## src/hw/tmc_regs.svh

```systemverilog
`ifndef TMC_REGS_SVH
`define TMC_REGS_SVH

// Register byte offsets on the Avalon-MM slave
`define TMC_OFS_CONTROL   5'h00
`define TMC_OFS_COUNT_LO  5'h04
`define TMC_OFS_COUNT_HI  5'h08
`define TMC_OFS_IRQ_FLAGS 5'h0c
`define TMC_OFS_IRQ_EN    5'h10
`define TMC_OFS_OSC_CTRL  5'h14
`define TMC_OFS_PORT_C    5'h18

// timer_control field positions
`define TMC_CTL_WIDE    7
`define TMC_CTL_STATUS  6
`define TMC_CTL_PS_HI   5
`define TMC_CTL_PS_LO   4
`define TMC_CTL_OSC_EN  3
`define TMC_CTL_BYPASS  2
`define TMC_CTL_SRC     1
`define TMC_CTL_ON      0

// oscillator_control field positions
`define TMC_OSC_IDLE    7
`define TMC_OSC_SCS_HI  1
`define TMC_OSC_SCS_LO  0
`define TMC_SCS_SECOND  2'h1

// Flag and enable bit of the overflow interrupt
`define TMC_IRQ_OVF     0

// Reset values and the count maximum
`define TMC_RST_BYTE    8'h00
`define TMC_RST_COUNT   16'h0000
`define TMC_RST_DIR     2'h3
`define TMC_CNT_MAX     16'hffff

// Instruction clock divider and prescaler masks
`define TMC_ICLK_LAST   2'h3
`define TMC_PS_MASK_1   3'h0
`define TMC_PS_MASK_2   3'h1
`define TMC_PS_MASK_4   3'h3
`define TMC_PS_MASK_8   3'h7

`endif

```

## src/hw/tmc_pkg.sv

```systemverilog
package tmc_pkg;

  // Operating modes selected by source and bypass bits
  typedef enum logic [1:0] {
    TMC_MODE_TIMER,
    TMC_MODE_SYNC_CNT,
    TMC_MODE_ASYNC_CNT
  } tmc_mode_t;

  // Power-managed states seen by this block
  typedef enum logic [1:0] {
    TMC_PM_PRI_RUN,
    TMC_PM_SECONDARY_RUN_MODE,
    TMC_PM_SECONDARY_IDLE_MODE,
    TMC_PM_SLEEP
  } tmc_pm_t;

endpackage : tmc_pkg

```

## src/hw/tmc_timer.sv

```systemverilog
// Contract
// [RULE_01] External source: synchronise if bypass is 0, count unsynchronised if 1.
// [RULE_02] Internal source ignores bypass and always counts the instruction clock.
// [RULE_03] Source 0 counts clock/4; source 1 counts rising pin or oscillator edges.
// [RULE_04] Timer-on 1 counts; 0 halts and holds the count.
// [RULE_05] Exactly three modes: timer, synchronous counter, asynchronous counter.
// [RULE_06] Timer on forces both pins to inputs; they read as 0.
// [RULE_07] Wide mode: high address is a buffer; low read copies live high.
// [RULE_08] Wide mode: low write loads live high from buffer, all 16 bits.
// [RULE_09] Wide mode: high address touches only the buffer.
// [RULE_10] Low writes clear the prescaler; high-buffer writes leave it alone.
// [RULE_11] Oscillator runs only while its enable bit is set.
// [RULE_12] Enabled oscillator keeps running in every power-managed mode.
// [RULE_13] Software waits for oscillator start-up before relying on it.
// [RULE_14] System clock select 01 enters secondary run mode on the oscillator.
// [RULE_15] Secondary run plus sleep with idle bit clear enters secondary idle.
// [RULE_16] Status bit reads 1 while the oscillator supplies the system clock.
// [RULE_17] With monitor failover the status bit shows the real clock source.
// [RULE_18] Configuration bit set gives low power; clear, the default, high power.
// [RULE_19] Count wraps FFFFh to 0000h and each wrap latches the overflow flag.
// [RULE_20] Overflow raises the request only while its enable bit is set.
// [RULE_21] Prescale field divides by 1, 2, 4 or 8.
// [RULE_22] Wide mode off: bytes are read and written directly, unbuffered.
// [RULE_23] Bypass control sits at bit 2 of the control register.
// [RULE_24] Synchronised modes pass the prescaled edge through two stages first.
// [RULE_25] Prescaler sits between source and counter in all three modes.
//
// Our own choices: register access over Avalon-MM and the register addresses.
`timescale 1ns/100ps
`default_nettype none
`include "tmc_regs.svh"

module tmc_timer
  import tmc_pkg::*;
(
  input  wire logic        core_clk,
  input  wire logic        sys_rst,
  input  wire logic [4:0]  avs_address,
  input  wire logic        avs_read,
  input  wire logic        avs_write,
  input  wire logic [31:0] avs_writedata,
  input  wire logic [3:0]  avs_byteenable,
  output var  logic [31:0] avs_readdata,
  output var  logic        avs_waitrequest,
  input  wire logic [1:0]  port_c_in,
  output var  logic [1:0]  port_c_out,
  output var  logic [1:0]  port_c_oe,
  output var  logic        osc_run,
  output var  logic        osc_low_power,
  input  wire logic        osc_low_power_cfg,
  input  wire logic        sleep_req,
  input  wire logic        wake_req,
  input  wire logic        clk_fail_switch,
  output var  logic [1:0]  power_mode,
  output var  logic        overflow_irq
);

  ////////////////////////////////////////////////////////////////////
  // Register state

  logic        wide_q;
  logic [1:0]  ps_sel_q;
  logic        osc_en_q;
  logic        bypass_q;
  logic        src_q;
  logic        on_q;
  logic [15:0] count_q;
  logic [7:0]  hi_buf_q;
  logic        ovf_flag_q;
  logic        ovf_en_q;
  logic        idle_on_sleep_q;
  logic [1:0]  scs_q;
  logic [1:0]  dir_q;
  logic [1:0]  port_lat_q;
  logic        status;
  logic        ack_q;
  logic        pend_q;
  logic [31:0] rdata_q;

  ////////////////////////////////////////////////////////////////////
  // Avalon-MM handshake

  logic acc;
  logic wr_acc;
  logic rd_acc;
  logic lane0;

  // A request waits two cycles, then sees waitrequest low for one cycle
  assign acc    = (avs_read | avs_write) & ack_q;
  assign lane0  = avs_byteenable[0];
  assign wr_acc = avs_write & ack_q & lane0;
  assign rd_acc = avs_read & pend_q;

  // pend_q marks the cycle where read data and read side effects are formed; writes land with ack_q
  always_ff @(posedge core_clk) begin
    if (sys_rst) begin
      pend_q          <= 1'b0;
      ack_q           <= 1'b0;
      avs_waitrequest <= 1'b1;
    end else begin
      pend_q          <= (avs_read | avs_write) & ~pend_q & ~ack_q;
      ack_q           <= pend_q;
      avs_waitrequest <= ~pend_q; // Own flop, low exactly while ack_q is high
    end
  end

  ////////////////////////////////////////////////////////////////////
  // Pin input synchronisers

  logic [1:0] pin_s1_q;
  logic [1:0] pin_s2_q;
  logic       fail_s1_q;
  logic       fail_s2_q;

  // Second stage is the only reader of the first
  always_ff @(posedge core_clk) begin
    if (sys_rst) begin
      pin_s1_q  <= 2'h0;
      pin_s2_q  <= 2'h0;
      fail_s1_q <= 1'b0;
      fail_s2_q <= 1'b0;
    end else begin
      pin_s1_q  <= port_c_in;
      pin_s2_q  <= pin_s1_q;
      fail_s1_q <= clk_fail_switch;
      fail_s2_q <= fail_s1_q;
    end
  end

  ////////////////////////////////////////////////////////////////////
  // Clock source selection and mode

  tmc_mode_t  mode;
  logic       ext_lvl;
  logic       ext_prev_q;
  logic       ext_rise;
  logic [1:0] iclk_q;
  logic       iclk_tick;
  logic       src_tick;

  // Oscillator input pin is the source while the oscillator is enabled
  assign ext_lvl   = osc_en_q ? pin_s2_q[1] : pin_s2_q[0]; // [RULE_03]
  assign ext_rise  = ext_lvl & ~ext_prev_q; // [RULE_03]
  assign iclk_tick = (iclk_q == `TMC_ICLK_LAST); // [RULE_03]

  always_comb begin
    if (!src_q)
      mode = TMC_MODE_TIMER; // [RULE_02]
    else if (bypass_q)
      mode = TMC_MODE_ASYNC_CNT; // [RULE_01] [RULE_05]
    else
      mode = TMC_MODE_SYNC_CNT; // [RULE_01] [RULE_05]
  end

  assign src_tick = (mode == TMC_MODE_TIMER) ? iclk_tick : ext_rise; // [RULE_03]

  // Instruction clock divider runs free so the timer phase is stable
  always_ff @(posedge core_clk) begin
    if (sys_rst) begin
      iclk_q     <= 2'h0;
      ext_prev_q <= 1'b0;
    end else begin
      iclk_q     <= iclk_q + 2'h1;
      ext_prev_q <= ext_lvl;
    end
  end

  ////////////////////////////////////////////////////////////////////
  // Prescaler

  logic       lo_wr;
  logic       hi_wr;
  logic [2:0] ps_mask;
  logic [2:0] ps_cnt_q;
  logic       ps_tick;

  assign lo_wr = wr_acc & (avs_address == `TMC_OFS_COUNT_LO);
  assign hi_wr = wr_acc & (avs_address == `TMC_OFS_COUNT_HI);

  always_comb begin
    unique case (ps_sel_q)
      2'h0:    ps_mask = `TMC_PS_MASK_1; // [RULE_21]
      2'h1:    ps_mask = `TMC_PS_MASK_2; // [RULE_21]
      2'h2:    ps_mask = `TMC_PS_MASK_4; // [RULE_21]
      default: ps_mask = `TMC_PS_MASK_8; // [RULE_21]
    endcase
  end

  // Prescaler is shared by all three modes
  assign ps_tick = on_q & src_tick & ((ps_cnt_q & ps_mask) == ps_mask); // [RULE_25]

  // Only a low-byte write restarts the prescale count
  always_ff @(posedge core_clk) begin
    if (sys_rst)
      ps_cnt_q <= 3'h0;
    else if (lo_wr)
      ps_cnt_q <= 3'h0; // [RULE_10]
    else if (on_q && src_tick)
      ps_cnt_q <= ps_cnt_q + 3'h1; // [RULE_25]
  end

  ////////////////////////////////////////////////////////////////////
  // Edge synchroniser for the synchronous counter

  logic ps_s1_q;
  logic ps_s2_q;
  logic inc;

  // Two extra stages cost latency but align the edge to the core clock
  always_ff @(posedge core_clk) begin
    if (sys_rst) begin
      ps_s1_q <= 1'b0;
      ps_s2_q <= 1'b0;
    end else begin
      ps_s1_q <= ps_tick & (mode == TMC_MODE_SYNC_CNT); // [RULE_24]
      ps_s2_q <= ps_s1_q; // [RULE_24]
    end
  end

  // Timer and bypass modes increment straight from the prescaler
  assign inc = on_q & (ps_s2_q | (ps_tick & (mode != TMC_MODE_SYNC_CNT))); // [RULE_01] [RULE_04]

  ////////////////////////////////////////////////////////////////////
  // Count register

  logic wrap;

  assign wrap = inc & (count_q == `TMC_CNT_MAX); // [RULE_19]

  // Software writes win over an increment in the same cycle
  always_ff @(posedge core_clk) begin
    if (sys_rst)
      count_q <= `TMC_RST_COUNT;
    else if (lo_wr && wide_q)
      count_q <= {hi_buf_q, avs_writedata[7:0]}; // [RULE_08]
    else if (lo_wr)
      count_q[7:0] <= avs_writedata[7:0]; // [RULE_22]
    else if (hi_wr && !wide_q)
      count_q[15:8] <= avs_writedata[7:0]; // [RULE_22]
    else if (inc)
      count_q <= count_q + 16'h0001; // [RULE_19] [RULE_04]
  end

  // High buffer: written at its address, loaded by a low read in wide mode
  always_ff @(posedge core_clk) begin
    if (sys_rst)
      hi_buf_q <= `TMC_RST_BYTE;
    else if (hi_wr && wide_q)
      hi_buf_q <= avs_writedata[7:0]; // [RULE_09]
    else if (rd_acc && wide_q && avs_address == `TMC_OFS_COUNT_LO)
      hi_buf_q <= count_q[15:8]; // [RULE_07]
  end

  ////////////////////////////////////////////////////////////////////
  // Control registers

  always_ff @(posedge core_clk) begin
    if (sys_rst) begin
      wide_q   <= 1'b0;
      ps_sel_q <= 2'h0;
      osc_en_q <= 1'b0;
      bypass_q <= 1'b0;
      src_q    <= 1'b0;
      on_q     <= 1'b0;
    end else if (wr_acc && avs_address == `TMC_OFS_CONTROL) begin
      wide_q   <= avs_writedata[`TMC_CTL_WIDE];
      ps_sel_q <= avs_writedata[`TMC_CTL_PS_HI:`TMC_CTL_PS_LO];
      osc_en_q <= avs_writedata[`TMC_CTL_OSC_EN];
      bypass_q <= avs_writedata[`TMC_CTL_BYPASS]; // [RULE_23]
      src_q    <= avs_writedata[`TMC_CTL_SRC];
      on_q     <= avs_writedata[`TMC_CTL_ON]; // [RULE_04]
    end
  end

  // Oscillator control and port direction
  always_ff @(posedge core_clk) begin
    if (sys_rst) begin
      idle_on_sleep_q <= 1'b0;
      scs_q           <= 2'h0;
      dir_q           <= `TMC_RST_DIR;
      port_lat_q      <= 2'h0;
    end else if (wr_acc && avs_address == `TMC_OFS_OSC_CTRL) begin
      idle_on_sleep_q <= avs_writedata[`TMC_OSC_IDLE];
      scs_q           <= avs_writedata[`TMC_OSC_SCS_HI:`TMC_OSC_SCS_LO];
    end else if (wr_acc && avs_address == `TMC_OFS_PORT_C) begin
      port_lat_q <= avs_writedata[1:0];
      dir_q      <= avs_writedata[9:8];
    end
  end

  ////////////////////////////////////////////////////////////////////
  // Overflow flag and request

  logic flag_wr;

  assign flag_wr = wr_acc & (avs_address == `TMC_OFS_IRQ_FLAGS);

  // A wrap in the clearing cycle is kept: set beats clear
  always_ff @(posedge core_clk) begin
    if (sys_rst)
      ovf_flag_q <= 1'b0;
    else if (wrap)
      ovf_flag_q <= 1'b1; // [RULE_19]
    else if (flag_wr)
      ovf_flag_q <= avs_writedata[`TMC_IRQ_OVF];
  end

  always_ff @(posedge core_clk) begin
    if (sys_rst)
      ovf_en_q <= 1'b0;
    else if (wr_acc && avs_address == `TMC_OFS_IRQ_EN)
      ovf_en_q <= avs_writedata[`TMC_IRQ_OVF];
  end

  always_ff @(posedge core_clk) begin
    if (sys_rst)
      overflow_irq <= 1'b0;
    else
      overflow_irq <= ovf_flag_q & ovf_en_q; // [RULE_20]
  end

  ////////////////////////////////////////////////////////////////////
  // Power-managed mode tracking

  tmc_pm_t pm_q;

  always_ff @(posedge core_clk) begin
    if (sys_rst)
      pm_q <= TMC_PM_PRI_RUN;
    else begin
      unique case (pm_q)
        TMC_PM_PRI_RUN, TMC_PM_SECONDARY_RUN_MODE: begin
          if (sleep_req && pm_q == TMC_PM_SECONDARY_RUN_MODE && !idle_on_sleep_q)
            pm_q <= TMC_PM_SECONDARY_IDLE_MODE; // [RULE_15]
          else if (sleep_req)
            pm_q <= TMC_PM_SLEEP;
          else if (scs_q == `TMC_SCS_SECOND)
            pm_q <= TMC_PM_SECONDARY_RUN_MODE; // [RULE_14]
          else
            pm_q <= TMC_PM_PRI_RUN;
        end
        TMC_PM_SECONDARY_IDLE_MODE, TMC_PM_SLEEP: begin
          if (wake_req)
            pm_q <= (scs_q == `TMC_SCS_SECOND) ? TMC_PM_SECONDARY_RUN_MODE : TMC_PM_PRI_RUN;
        end
      endcase
    end
  end

  // Failover moves the system clock away even in secondary modes
  assign status = (pm_q == TMC_PM_SECONDARY_RUN_MODE || pm_q == TMC_PM_SECONDARY_IDLE_MODE) & ~fail_s2_q; // [RULE_16] [RULE_17]

  always_ff @(posedge core_clk) begin
    if (sys_rst)
      power_mode <= 2'h0;
    else
      power_mode <= pm_q;
  end

  ////////////////////////////////////////////////////////////////////
  // Oscillator control and pins

  // Enable follows its bit only; power modes never gate it
  always_ff @(posedge core_clk) begin
    if (sys_rst)
      osc_run <= 1'b0;
    else
      osc_run <= osc_en_q; // [RULE_11] [RULE_12]
  end

  // Strap caught after reset release; reset value is high power
  always_ff @(posedge core_clk) begin
    if (sys_rst)
      osc_low_power <= 1'b0; // [RULE_18]
    else
      osc_low_power <= osc_low_power_cfg; // [RULE_18]
  end

  // Direction bit 0 drives; timer on forces both pins to inputs
  always_ff @(posedge core_clk) begin
    if (sys_rst) begin
      port_c_oe  <= 2'h0;
      port_c_out <= 2'h0;
    end else begin
      port_c_oe  <= on_q ? 2'h0 : ~dir_q; // [RULE_06]
      port_c_out <= port_lat_q;
    end
  end

  ////////////////////////////////////////////////////////////////////
  // Read data

  logic [31:0] rd_mux;

  always_comb begin
    rd_mux = 32'h0000_0000;
    unique case (avs_address)
      `TMC_OFS_CONTROL:   rd_mux[7:0] = {wide_q, status, ps_sel_q, osc_en_q, bypass_q, src_q, on_q};
      `TMC_OFS_COUNT_LO:  rd_mux[7:0] = count_q[7:0];
      `TMC_OFS_COUNT_HI:  rd_mux[7:0] = wide_q ? hi_buf_q : count_q[15:8]; // [RULE_09] [RULE_22]
      `TMC_OFS_IRQ_FLAGS: rd_mux[`TMC_IRQ_OVF] = ovf_flag_q;
      `TMC_OFS_IRQ_EN:    rd_mux[`TMC_IRQ_OVF] = ovf_en_q;
      `TMC_OFS_OSC_CTRL:  rd_mux[7:0] = {idle_on_sleep_q, 5'h00, scs_q};
      `TMC_OFS_PORT_C: begin
        rd_mux[1:0] = on_q ? 2'h0 : pin_s2_q; // [RULE_06]
        rd_mux[9:8] = dir_q;
      end
      default:            rd_mux = 32'h0000_0000;
    endcase
  end

  // Captured one cycle ahead so data stand while waitrequest is low
  always_ff @(posedge core_clk) begin
    if (sys_rst)
      rdata_q <= 32'h0000_0000;
    else if (rd_acc)
      rdata_q <= rd_mux;
  end

  assign avs_readdata = rdata_q;

  logic unused_acc;
  assign unused_acc = acc;

endmodule : tmc_timer

`default_nettype wire

```

## config.mk

```make
export PLATFORM = sky130hd
export DESIGN_NAME = tmc_timer
export DESIGN_NICKNAME = d
export VERILOG_FILES = /design/src/hw/tmc_pkg.sv /design/src/hw/tmc_timer.sv
export VERILOG_INCLUDE_DIRS = /design/src /design/src/hw
export SDC_FILE = /design/constraint.sdc
export NUM_CORES = 1
export LEC_CHECK = 0
export BUFFER_PORTS_ARGS = -buffer_cell sky130_fd_sc_hd__buf_2
export CAP_MARGIN = 0
export CORE_MARGIN = 3
export CORE_UTILIZATION = 40
export DETAILED_ROUTE_END_ITERATION = 8
export HOLD_SLACK_MARGIN = 0.12
export PLACE_DENSITY_LB_ADDON = 0.15
export SETUP_SLACK_MARGIN = 0.05
export SLEW_MARGIN = 20
export SYNTH_ARGS = -nofsm -noshare
export SYNTH_HDL_FRONTEND = slang
export SYNTH_SLANG_ARGS = --single-unit
```

## constraint.sdc

```tcl
create_clock -name core_clk -period 2.2 [get_ports core_clk]
set_input_delay 0.44 -clock core_clk [delete_from_list [all_inputs] [get_ports core_clk]]
set_output_delay 0.44 -clock core_clk [all_outputs]
set_load 0.03 [all_outputs]
```

After elaboration in Yosys (flattened, before gate mapping)
Cells that the tools add are included.
Word-level totals
  bits in registers: 78
  logic and storage cells: 140
  bits of input ports: 51
  output and inout port bits: 42
Cells by class
  $add $sub $neg: 3
  reductions and logical operators: 30
  bitwise operators: 26
  multiplexer cells: 26
  equality and inequality tests: 20
Operators with widths (count)
  8-bit 2-to-1 mux: 7
  16-bit 2-to-1 mux: 2
  6-bit case mux with 4 select lines: 1
  1-bit AND: 17
  16-bit by 1-bit adder with 16-bit output (second input constant): 1
  16-bit equality test (second input constant): 1
  5-bit equality test (second input constant): 3
  2-bit 2-to-1 mux: 7
  1-bit logical AND: 12
  5-bit by 4-bit equality test with 1-bit output (second input constant): 2
  3-bit case mux with 3 select lines: 1
  2-bit by 1-bit equality test with 1-bit output (second input constant): 4
  2-bit equality test (second input constant): 4
  2-bit OR reduction: 4
  1-bit case mux with 7 select lines: 1
  2-bit zero test: 3
  2-bit AND reduction: 3
  3-bit nonzero test: 2
  5-bit by 3-bit equality test with 1-bit output (second input constant): 1
  5-bit zero test: 1
  1-bit 2-to-1 mux: 5
  1-bit inverter: 5
  1-bit case mux with 5 select lines: 1
  2-bit by 1-bit != test with 1-bit output (second input constant): 2
  12 further kinds: 15

Depth between registers and ports, before layout
Gate-level depths: netlist of the first run.
  depth after elaboration: 13
  gate-level depth with buffers: 8
  mapped depth without buffers: 7

Worst setup path after synthesis of the first run
Ideal clock, no wire load.
  kind: in2reg
  start point: input port avs_address[4]
  end point: register count_q[10]
  path slack: 33 ps
  cell stages on the path: 8
  path buffers: 2
  data arrival time: 2108 ps
  required time: 2141 ps
  library setup time: 59 ps
  path through: clkbuf_1 -> nor4b_2 -> and2_1 -> clkbuf_1 -> nand2_1 -> nand3_1 -> a21boi_1 -> o32a_1
On the way
  cells in the longest elaborated chain, start to end: 6
  elaborated cells between the ends (all ways): 12
  those cells by class: 3 x eq/ne; 3 x mux; 2 x bitwise; 4 x reduce/logical
Ends and longest elaborated chain
  start: declaration: line tmc_timer.sv:38  | input wire logic [4:0] avs_address,
  5-bit by 4-bit equality test with 1-bit output
  1-bit AND: line tmc_timer.sv:178  | assign hi_wr = wr_acc & (avs_address == `TMC_OFS_COUNT_HI);
  1-bit logical AND: line tmc_timer.sv:238  | else if (hi_wr && !wide_q)
  8-bit 2-to-1 mux: line tmc_timer.sv:238
  8-bit 2-to-1 mux: line tmc_timer.sv:236  | else if (lo_wr)
  16-bit 2-to-1 mux: line tmc_timer.sv:234  | else if (lo_wr && wide_q)
  end signal: assignment: line tmc_timer.sv:233  | count_q <= `TMC_RST_COUNT;
  end signal: assignment: line tmc_timer.sv:235  | count_q <= {hi_buf_q, avs_writedata[7:0]};
  end signal: assignment: line tmc_timer.sv:239  | count_q[15:8] <= avs_writedata[7:0];
  end: declaration: line tmc_timer.sv:67  | logic [15:0] count_q;
Parallel ways exist; a longest one is shown, timed or not. The select of a mux whose other input is x is not followed.
A chain may end at the register's enable or synchronous reset.

Final worst setup path of the first run
  start point: register osc_en_q
  end point: register count_q[10]
On the way
  cells in the longest elaborated chain, start to end: 10
Ends and longest elaborated chain
  start: declaration: line tmc_timer.sv:63  | logic osc_en_q;
  start signal: assignment: line tmc_timer.sv:268  | osc_en_q <= avs_writedata[`TMC_CTL_OSC_EN];
  1-bit 2-to-1 mux: line tmc_timer.sv:142  | assign ext_lvl = osc_en_q ? pin_s2_q[1] : pin_s2_q[0];
  1-bit AND: line tmc_timer.sv:143  | assign ext_rise = ext_lvl & ~ext_prev_q;
  1-bit 2-to-1 mux: line tmc_timer.sv:155  | assign src_tick = (mode == TMC_MODE_TIMER) ? iclk_tick : ext_rise;
  1-bit AND (2 in series): line tmc_timer.sv:190  | assign ps_tick = on_q & src_tick & ((ps_cnt_q & ps_mask) == ps_mask);
  1-bit AND: line tmc_timer.sv:221  | assign inc = on_q & (ps_s2_q | (ps_tick & (mode != TMC_MODE_SYNC_CNT)));
  1-bit bitwise OR: line tmc_timer.sv:221
  1-bit AND: line tmc_timer.sv:221
  3-bit nonzero test (no source line)
  2-bit AND reduction (no source line)
No other way between the ends.

==> results of run 1 <==
-- metrics by stage --
stage	utilization, %	setup slack [ns]	hold WS [ns]
2_1_floorplan	-	0.0791	0.399
3_3_place_gp	46.2	0.0609	0.408
3_5_place_dp	46.2	0.0201	0.413
4_1_cts	48.2	0.147	0.276
5_1_grt	48.2	0.0818	0.275
6_report	48.2	0.219	0.284
-- worst paths after layout --
check	depth (start not counted)	endpoint
setup reg to reg	7	count_q[10]$_SDFFE_PP0P_
hold reg to reg	1	iclk_q[0]$_SDFF_PP0_
setup / recovery	7	count_q[10]$_SDFFE_PP0P_
hold / removal	2	osc_low_power$_SDFF_PP0_
-- cells in the final DEF, fill, tap and decap left out, types with 6 or more instances in the layout --
cell                       count
sky130_fd_sc_hd__buf_2        45
sky130_fd_sc_hd__nor2_1       58
sky130_fd_sc_hd__buf_4        30
sky130_fd_sc_hd__mux2i_1      21
sky130_fd_sc_hd__xnor2_1      12
sky130_fd_sc_hd__a22oi_1       6
sky130_fd_sc_hd__clkbuf_8      9
sky130_fd_sc_hd__dfxtp_1      78
sky130_fd_sc_hd__o21ai_0      11
sky130_fd_sc_hd__a221oi_1      6
sky130_fd_sc_hd__a211oi_1     16
sky130_fd_sc_hd__ha_1          6
sky130_fd_sc_hd__inv_1         8
sky130_fd_sc_hd__nand3_1      22
sky130_fd_sc_hd__nand2_1      41
sky130_fd_sc_hd__nor2b_1      17
sky130_fd_sc_hd__nor3_1       17
sky130_fd_sc_hd__conb_1       22
sky130_fd_sc_hd__a21oi_1      22
-- worst max-delay path, stage by stage, from the launching register on --
cell	delay, ns
sky130_fd_sc_hd__dfxtp_1	0.38
sky130_fd_sc_hd__mux2i_1	0.35
sky130_fd_sc_hd__o31ai_4	0.12
sky130_fd_sc_hd__a32oi_2	0.22
sky130_fd_sc_hd__buf_4	0.18
sky130_fd_sc_hd__nand3_1	0.17
sky130_fd_sc_hd__a21boi_2	0.26
sky130_fd_sc_hd__o32a_1	0.20
-- cell type report --
| cell class | instances | area share (%) |
|---|---|---|
| Clock buffer | 9 | 2.74 |
| Clock inverter | 7 | 1.36 |
| Inverter | 9 | 0.748 |
| Multi-Input combinational cell | 348 | 47.1 |
| Sequential cell | 78 | 34.6 |
| Tap cell | 129 | 3.57 |
| Timing Repair Buffer | 75 | 9.97 |
-- sequential cells by signal, indices dropped and copies added (netlist names), 3 cells and up --
signal	flops
count_q	16
avs_readdata	10
ps_cnt_q	3
hi_buf_q	8
-- cells by family (layout without fill, tap and decap cells) --
| logic type | count (synthesis) | count (layout) | share of synthesized area, % |
|---|---|---|---|
| other | 1 | 22 | 0.0960 |
| flip-flops | 78 | 78 | 40.0 |
| AO/OA/AOI/OAI | 94 | 94 | 17.6 |
| buffers and inverters | 58 | 100 | 7.78 |
| adder cells (fa/ha/maj) | 6 | 6 | 1.92 |
| multiplexers | 24 | 24 | 6.24 |
| XOR/XNOR | 17 | 17 | 3.81 |
| AND/OR/NAND/NOR | 185 | 185 | 22.6 |
-- power breakdown --
group	switching, uW	total [uW]	leakage (uW)	internal (uW)
logic	165	226	0.00106	60.5
clock network	599	1030	0.0000892	433
registers	10.3	1440	0.000632	1430
total	775	2700	0.00178	1930
-- metal layers --
| layer | vias to the layer above | share of wire, % | track usage (%) | wire [um] |
|---|---|---|---|---|
| met3 | 14 | 5.7 | 4.45 | 581 |
| li1 | 1712 | - | - | - |
| met5 | - | 0 | 0 | 0 |
| met2 | 95 | 46 | 29.8 | 4680 |
| met4 | 0 | 1.2 | 4.59 | 128 |
| met1 | 1614 | 47 | 26.1 | 4870 |
-- repair_timing --
action                                  4_1_cts  5_1_grt
endpoints found under the hold margin         0        0
resized for setup                             0        2
endpoints found under the setup margin        0        7
==> results, run 1 <==
- The flow ran to the end, and the final reports show no timing, DRC or antenna violations.
- The required time at the worst-slack endpoint is 2.45 ns.
- The post-cts hold buffer count is 0.
- The startpoint identified for the worst hold timing path is osc_low_power_cfg.
- The initial core utilization is 41.7%.
- The number of nets in the layout is 578.
- In this run the power density over the cells is 598 nW/um^2.
- The start of the worst register-to-register path is osc_en_q$_SDFFE_PP0P_.
- Clock tree synthesis inserted a total of 9 buffers.
- The detailed-router iteration count before antenna repair is 4.
- In the final layout, flip-flops and latches occupy 1560 um^2.
- The HPWL after detailed placement is 7550 um.
- The number of inserted diodes is 0.
- The count of mapped cells out of synthesis is 463.
- Of all flip-flops after synthesis, the portion carrying an async set or reset was 0%.
- The number of sinks handled by clock tree synthesis is 78.
- STA classifies the critical path startpoint as a register.
- The critical setup path kind is register to register.
- The minimum setup slack among reg-to-reg paths is 0.22 ns.
- The top achievable clock speed is 505 MHz.
- After routing the design area is 4520 um^2.
- The netlist uses 55 different library cells.
- The synthesis-to-layout area growth is 15.7%.
- The largest voltage drop on the vdd net is 0.000250 V.
- The clock-pin transition on the worst setup and hold timing paths is 0.10 ns.
- The multi-input combinational cells in the finished layout cover a total of 2130 um^2.
- Dividing the detail-routed via count by the number of cells gives 5.24.
- The number of flops mapped to enable cells by yosys is 0.
- The root buffer selected by CTS is sky130_fd_sc_hd__clkbuf_8.
- The initialized floorplan defines 35 standard-cell rows.
- The weighted congestion reported at the end of routability-driven placement is 0.858.
- The count of nets left with antenna violations once routing finished came out at 0.
- Measured along the y axis, the die boundary spans 105 um.
- The number of global-route vias before repair is 3,333.
- The fraction of layout cells with a size suffix above 1 is 19.0%.
- The total overflow reported by the global router is 0.
- The setup violation total in the final timing report is 0.
- Yosys attributes the largest share of cell area to sky130_fd_sc_hd__dfxtp_1, sky130_fd_sc_hd__nor2_1, sky130_fd_sc_hd__mux2i_1.
- Headroom to the max-slew limit came out at 61.6%.
- The filler-free cell count of the finished design is 655.
- Dividing the synthesized area by the synthesized cell count gives 8.44 um^2.
- The final routed wire length divided by cell count is 15.7 um.
- The tool flagged a number of max-cap violations equal to 0.
- By instance count, the leading cell after synthesis is sky130_fd_sc_hd__dfxtp_1.
- The count of port buffers added during placement is 45.
- The maximum fanout count along the critical path is 6.
- The static leakage power is 0.00178 uW.
- The top-level port count is 93.
- The post-CTS setup buffer count is 0.
- After floorplanning, the core was sized to cover 9370 um^2.
- The sequential share of the synthesized area is 40.0%.
- In this run, the number of DRC markers left after iteration 0 of detailed routing was 254.
- The total power of the final layout is 2700 uW.
- The commonest cells after synthesis are sky130_fd_sc_hd__dfxtp_1, sky130_fd_sc_hd__nor2_1, sky130_fd_sc_hd__nand2_1.
- Summed over all failing endpoints, the final setup total negative slack is 0 ns.
- The total wire length after detailed routing is 10,300 um.
- The number of antenna violations at the first check in global routing came to 0.
- The worst hold path belongs to the class primary input to register.
- The dominant synthesized flop cell is sky130_fd_sc_hd__dfxtp_1.
- The latest clock arrival within the worst-skew pair is 0.36 ns.
- The area enclosed by the die boundary is 11,000 um^2.
- The synthesized design devotes to its leading area cell type 40.0% of total area.
- The die is 105 um wide.
- Of all cell types, the one taking the most synthesized area is sky130_fd_sc_hd__dfxtp_1.
- Between clock sinks in the finished design, the worst skew comes to 0.0128 ns.
- The data arrival at the endpoint of the critical path is 2.23 ns.
- The TritonCTS clock tree is yes.
- The cell area reported after detailed placement is 4330 um^2.
- Once placement completed, the tool counted placed cells totaling 639.
- The global-route wire length before repair is 16,800 um.
- Setup repair after global routing left no endpoint under its margin.
- The timing startpoint of the critical path is osc_en_q$_SDFFE_PP0P_.
- At the pin with the least slew margin, the transition time is 0.575 ns.
- The clock passes through at most 2 buffers.
- The largest net degree at the start of global routing is 34.
- Dividing the final minimum period by the clock period gives 90.1%.
- The synthesized design contains 78 register bits.
- Global routing consumed, over all layers together, 18.9% of the routing resources.
- Counting the fill cells in the layout gives 979.
- The count of endpoints failing hold in the final timing report is 0.
- The time the final worst path needs with I/O delays and setup is 1.98 ns.
- The final count of pins violating max slew is 0.
- In this run the cell area of the synthesized design comes to 3910 um^2.
- The H-tree depth is 3.
- The warning count from the yosys run is 0.
- The worst setup path is captured at a register.
- The detailed router placed 3,435 vias in this run.
- The residual DRC count is 0.
No activity file was read; power rests on OpenSTA's default activity.
==> run 2: changes to the inputs <==
RECOVER_POWER = 25   (was not set)
SKIP_CTS_REPAIR_TIMING = 1   (was not set)
==> run 2 against run 1 <==
Net effect: sequential share of layout area is 0.057 points higher; clock power hardly changed; wire length is 0.18% lower; first-iteration DRC count stayed put; cell area is 0.17% lower; total power is 0.20% lower; setup slack worse by 0.0038 ns; fmax is 0.19% lower; flip-flop and latch count stayed put; highest routed layer unchanged.
==> results, run 2 (same netlist as run 1, synthesis figures left out) <==
- The run finished with clean final reports.
- The flip-flop count of the largest register after layout was 16 (unchanged).
- The startpoint type of the worst setup path is a register.
- The total number of vias came to 3,445 (+0.29%).
- Setup repair after global routing left no endpoint under its margin.
- The violation count after the first detailed-route iteration is 254 (unchanged).
- The weighted congestion reported at the end of routability-driven placement is 0.858 (unchanged).
- The most frequent standard cell in the layout excluding fill and tap cells is sky130_fd_sc_hd__dfxtp_1.
- The horizontal die dimension is 105 um (unchanged).
- The maximum fanout count along the critical path came to 6 (unchanged).
- STA classifies the critical path endpoint as a register.
- The root buffer cell chosen for the clock tree is sky130_fd_sc_hd__clkbuf_8.
- The top-level port count is 93 (unchanged).
- The register bank with the most flops is count_q.
- The worst-case headroom to the max-slew limit is 22.9% (-39 points).
- The static leakage power is 0.00177 uW (-0.40%).
- The fraction of layout cells with a size suffix above 1 is 18.6% (-0.38 points).
- The number of fill cells in the layout is 981 (+0.20%).
- The cell area reported after detailed placement is 4330 um^2 (unchanged).
- The detailed-router iteration count before antenna repair was 4 (unchanged).
- The post-layout worst setup margin is 0.215 ns (-0.00384 ns).
- The total wire length after detailed routing is 10,200 um (-0.18%).
- The count of port buffers added during placement is 45 (unchanged).
- The part of the cycle the worst path needs is 90.2% (+0.17 points).
- The final count of pins violating max slew came to 0 (unchanged).
- The number of antenna violations at the first check in global routing came to 0 (unchanged).
- The latest clock arrival within the worst-skew pair is 0.36 ns (about the same).
- The global-route wire length before repair is 16,800 um (unchanged).
- The data arrival at the endpoint of the critical path came to 2.23 ns (about the same).
- The cell count after placement is 639 (unchanged).
- By startpoint and endpoint, the worst setup path is classified as register to register.
- The number of nets in the layout came to 578 (unchanged).
- The classification of the worst-slack hold path is primary input to register.
- The time the final worst path needs with I/O delays and setup was 1.99 ns (+0.00384 ns).
- The measured slew at the worst slew-check pin is 1.16 ns (+0.582 ns).
- The largest net degree at the start of global routing is 34 (unchanged).
- The final cell area excluding filler cells was 4510 um^2 (-0.17%).
- The final routed wire length divided by cell count was 15.6 um (-0.18%).
- The filler-free cell count of the finished design is 655 (unchanged).
- The TritonCTS clock tree is yes.
- The count of endpoints failing hold in the final timing report is 0 (unchanged).
- The number of inserted diodes is 0 (unchanged).
- The y dimension of the die came to 105 um (unchanged).
- The average via count per standard cell was 5.26 (+0.29%).
- The top cell types in the final layout, fill and taps aside, are sky130_fd_sc_hd__dfxtp_1, sky130_fd_sc_hd__nor2_1, sky130_fd_sc_hd__buf_2.
- The utilization after layout is 48.1% (-0.080 points).
- The max-capacitance violation count was 0 (unchanged).
- The total half-perimeter wirelength after legalization and detailed placement came to 7550 um (unchanged).
- The largest voltage drop on the vdd net is 0.000250 V (about the same).
- The number of sinks handled by clock tree synthesis is 78 (unchanged).
- The clock-pin transition on the worst setup and hold timing paths is 0.10 ns (about the same).
- The H-tree depth came to 3 (unchanged).
- The residual DRC count is 0 (unchanged).
- The total routing resource utilization after global routing is 18.9% (unchanged).
- The number of global-route vias before repair is 3,333 (unchanged).
- The required time at the worst-slack endpoint is 2.44 ns (about the same).
- The initial core utilization came to 41.7% (unchanged).
- The number of buffers created by CTS was 9 (unchanged).
- The area enclosed by the die boundary is 11,000 um^2 (unchanged).
- The synthesis-to-layout area growth is 15.5%.
- The core footprint came to 9370 um^2 (unchanged).
- The power per standard cell area is 597 nW/um^2 (about the same).
- The top achievable clock speed came to 504 MHz (-0.19%).
- The deepest clock path buffer count is 2 (unchanged).
- The number of cell rows came to 35 (unchanged).
- The total negative slack for setup checks was 0 ns (unchanged).
- The setup violation total in the final timing report is 0 (unchanged).
- The minimum setup slack after placement is 0.0201 ns (unchanged).
- The setup skew after layout was 0.0129 ns (+0.0000583 ns).
- The count of antenna-violating nets left after detailed routing is 0 (unchanged).
- The total overflow reported by the global router is 0 (unchanged).
-- run 2: cell types whose count changed in the layout (fill, tap and decap cells not counted) --
cell                       change
sky130_fd_sc_hd__buf_2         -1
sky130_fd_sc_hd__clkbuf_2      +1
sky130_fd_sc_hd__clkbuf_1      +2
sky130_fd_sc_hd__buf_4         -2
-- run 2: final timing paths --
| path | from | end | slack, ns | cells after the start |
|---|---|---|---|---|
| setup / recovery | osc_en_q$_SDFFE_PP0P_ | count_q[10]$_SDFFE_PP0P_ | 0.21 | 7 |
| hold / removal | osc_low_power_cfg | osc_low_power$_SDFF_PP0_ | 0.29 | 2 |
| setup reg to reg | osc_en_q$_SDFFE_PP0P_ | count_q[10]$_SDFFE_PP0P_ | 0.21 | 7 |
| hold reg to reg | iclk_q[0]$_SDFF_PP0_ | iclk_q[0]$_SDFF_PP0_ | 0.43 | 1 |
-- run 2: layer usage --
layer	up-vias	wire, um	track usage, %
met4	0	125	4.59
li1	1714	-	-
met3	12	661	4.45
met2	106	4660	29.8
met1	1613	4800	26.1
met5	-	0	0
-- run 2: area by class of cell --
class                           count  area (um^2)  area share (%)
Multi-Input combinational cell    348         2130            47.1
Sequential cell                    78         1560            34.6
Timing Repair Buffer               75          443            9.82
Tap cell                          129          161            3.58
Clock buffer                        9          124            2.75
Clock inverter                      7         61.3            1.36
Inverter                            9         33.8           0.749
-- run 2: critical path: stages (launching register included) --
cell and delay (ns):
sky130_fd_sc_hd__dfxtp_1 0.38, sky130_fd_sc_hd__mux2i_1 0.35, sky130_fd_sc_hd__o31ai_4 0.12, sky130_fd_sc_hd__a32oi_2 0.22
sky130_fd_sc_hd__buf_4 0.19, sky130_fd_sc_hd__nand3_1 0.17, sky130_fd_sc_hd__a21boi_2 0.26, sky130_fd_sc_hd__o32a_1 0.20
-- run 2: where the power goes --
| part | internal [uW] | total (uW) | switching (uW) |
|---|---|---|---|
| clock | 434 | 1030 | 595 |
| combinational | 59.0 | 224 | 165 |
| sequential | 1430 | 1440 | 10.4 |
-- run 2: per-stage QoR --
step,power [uW],hold WS (ns)
floorplan,1650,0.399
global placement,1700,0.408
detailed placement,1700,0.413
CTS,2720,0.276
global route,2810,0.275
finish,2700,0.289
==> run 3: changes to the inputs <==
SETUP_SLACK_MARGIN = 0.4   (was 0.05)
==> run 3 against run 2 <==
Net effect: critical path depth down 1; core utilization up 2.6 points; fmax up 3.3%; die area unchanged; setup slack better by 0.064 ns; cell area up 5.3%; clock skew down 0.0014 ns; worst hold slack worse by 0.0095 ns; non-clock buffer count up 6; wire length up 7.6%; count of clock-buffer cells in the layout unchanged; combinational power up 3%.
==> results, run 3 (same netlist as run 1, synthesis figures left out) <==
- The number of buffers created by CTS came to 9 (unchanged).
- The deepest clock path buffer count is 2 (unchanged).
- The final count of pins violating max slew is 0 (unchanged).
- The number of inserted diodes is 0 (unchanged).
- The latest clock arrival within the worst-skew pair is 0.36 ns (about the same).
- TritonCTS built the clock tree.
- The most frequent standard cell in the layout excluding fill and tap cells is sky130_fd_sc_hd__dfxtp_1.
- The count of port buffers added during placement is 45 (unchanged).
- The clock-pin transition on the worst setup and hold timing paths is 0.10 ns (about the same).
- The top-level port count is 93 (unchanged).
- Setup repair after global routing could not meet its margin everywhere.
- The total routing resource utilization after global routing is 19.5% (+0.56 points).
- The number of fill cells in the layout is 952 (-3.0%).
- The weighted congestion reported at the end of routability-driven placement is 0.872 (+1.6%).
- The time the final worst path needs with I/O delays and setup came to 1.92 ns (-0.0639 ns).
- The total negative slack for setup checks is 0 ns (unchanged).
- The residual DRC count is 0 (unchanged).
- The measured slew at the worst slew-check pin is 1.31 ns (+0.153 ns).
- The power per standard cell area came to 571 nW/um^2 (-4.5%).
- The flip-flop count of the largest register after layout came to 16 (unchanged).
- The total overflow reported by the global router is 0 (unchanged).
- The capturing element type of the critical path is a register.
- The classification of the worst-slack hold path is primary input to register.
- Traced cell by cell, the critical path runs through mux2i_2 > o31ai_4 > a32oi_4 > or4b_4 > xor2_1 > a211oi_2.
- The core footprint came to 9370 um^2 (unchanged).
- The total number of vias is 3,559 (+3.3%).
- The horizontal die dimension is 105 um (unchanged).
- The number of sinks handled by clock tree synthesis is 78 (unchanged).
- The violation count after the first detailed-route iteration is 190 (-25%).
- The y dimension of the die is 105 um (unchanged).
- The top achievable clock speed was 521 MHz (+3.3%).
- The initial core utilization is 41.7% (unchanged).
- The number of antenna violations at the first check in global routing is 0 (unchanged).
- The part of the cycle the worst path needs was 87.3% (-2.9 points).
- The root buffer selected by CTS is sky130_fd_sc_hd__clkbuf_8.
- The number of cell rows is 35 (unchanged).
- The worst-case headroom to the max-slew limit is 12.7% (-10 points).
- The static leakage power was 0.00186 uW (+5.1%).
- count_q holds more flip-flops than any other register.
- The detailed-router iteration count before antenna repair came to 5 (+1).
- The highest cell delay on the worst timing path was 0.52 ns (+0.14 ns).
- The max-capacitance violation count is 0 (unchanged).
- The number of global-route vias before repair is 3,307 (-0.78%).
- The largest net degree at the start of global routing is 36 (+5.9%).
- The total wire length after detailed routing came to 11,000 um (+7.6%).
- The setup skew after layout came to 0.0115 ns (-0.00136 ns).
- The average via count per standard cell came to 5.38 (+2.4%).
- The run finished with clean final reports.
- The fraction of layout cells with a size suffix above 1 is 24.8% (+6.2 points).
- The startpoint type of the worst setup path is a register.
- The maximum fanout count along the critical path was 5 (-1).
- The total power of the final layout is 2710 uW (+0.58%).
- The combined buffer and inverter count along the critical path was 0 (-1).
- The worst setup path is of the register to register kind.
- The data arrival at the endpoint of the critical path is 2.11 ns (-0.12 ns).
- The H-tree depth was 3 (unchanged).
- The global-route wire length before repair is 17,300 um (+2.9%).
- The hold slack is 0.280 ns (-0.00950 ns).
- The synthesis-to-layout area growth is 21.6%.
- For this design, the slowest cell found on the critical path is sky130_fd_sc_hd__or4b_4.
- The required time at the worst-slack endpoint is 2.39 ns (-0.05 ns).
- The largest voltage drop on the vdd net is 0.000264 V (+5.6%).
- The area enclosed by the die boundary is 11,000 um^2 (unchanged).
- The kind of cell with the highest combined delay along the critical path is compound AO/OA/AOI/OAI gates.
- The number of nets in the layout is 584 (+1.0%).
- The total half-perimeter wirelength after legalization and detailed placement came to 7700 um (+2.0%).
- The setup violation total in the final timing report is 0 (unchanged).
- The final routed wire length divided by cell count is 16.7 um (+6.6%).
- The count of endpoints failing hold in the final timing report was 0 (unchanged).
- The count of antenna-violating nets left after detailed routing is 0 (unchanged).
- The top cell types in the final layout, fill and taps aside, are sky130_fd_sc_hd__dfxtp_1, sky130_fd_sc_hd__nor2_1, sky130_fd_sc_hd__buf_2.
## run 3: final cells by class
| class | count | area, um^2 | area share [%] |
|---|---|---|---|
| tap | 129 | 161 | 3.40 |
| clock inverter | 7 | 66.3 | 1.40 |
| timing repair buffer | 81 | 526 | 11.1 |
| multi-input combinational | 348 | 2270 | 47.7 |
| sequential | 78 | 1570 | 33.1 |
| clock buffer | 9 | 124 | 2.61 |
| inverter | 9 | 33.8 | 0.711 |
## run 3: metal layers
layer / wire (um) / vias up / GRT usage (%)
met5: 0 / - / 0
met4: 293 / 0 / 7.31
met3: 694 / 24 / 4.57
met2: 4950 / 137 / 30.2
met1: 5090 / 1669 / 26.3
li1: - / 1729 / -
## run 3: path summary, 6_finish.rpt
kind | start | endpoint | slack, ns | cells past startpoint
worst max register to register | osc_en_q$_SDFFE_PP0P_ | count_q[3]$_SDFFE_PP0P_ | 0.28 | 6
worst min register to register | iclk_q[0]$_SDFF_PP0_ | iclk_q[0]$_SDFF_PP0_ | 0.40 | 1
worst min-delay path | osc_low_power_cfg | osc_low_power$_SDFF_PP0_ | 0.28 | 2
worst max-delay path | osc_en_q$_SDFFE_PP0P_ | count_q[3]$_SDFFE_PP0P_ | 0.28 | 6
## run 3: report_power, final
part           total (uW)  internal (uW)  switching [uW]
Sequential           1440           1430            10.6
Clock                1040            433             608
Combinational         230           60.2             170
Total                2710           1920             789
## run 3: metrics by stage
stage / std cells / worst slack, ns / util [%] / cell area [um^2]
after floorplan: 484 / 0.269 / - / 4090
after global routing: 661 / 0.215 / 50.7 / 4750
final: 661 / 0.279 / 50.7 / 4750
after global placement: 632 / 0.122 / 46.4 / 4350
after detailed placement: 632 / 0.0858 / 46.4 / 4350
after CTS: 648 / 0.0918 / 48.5 / 4540
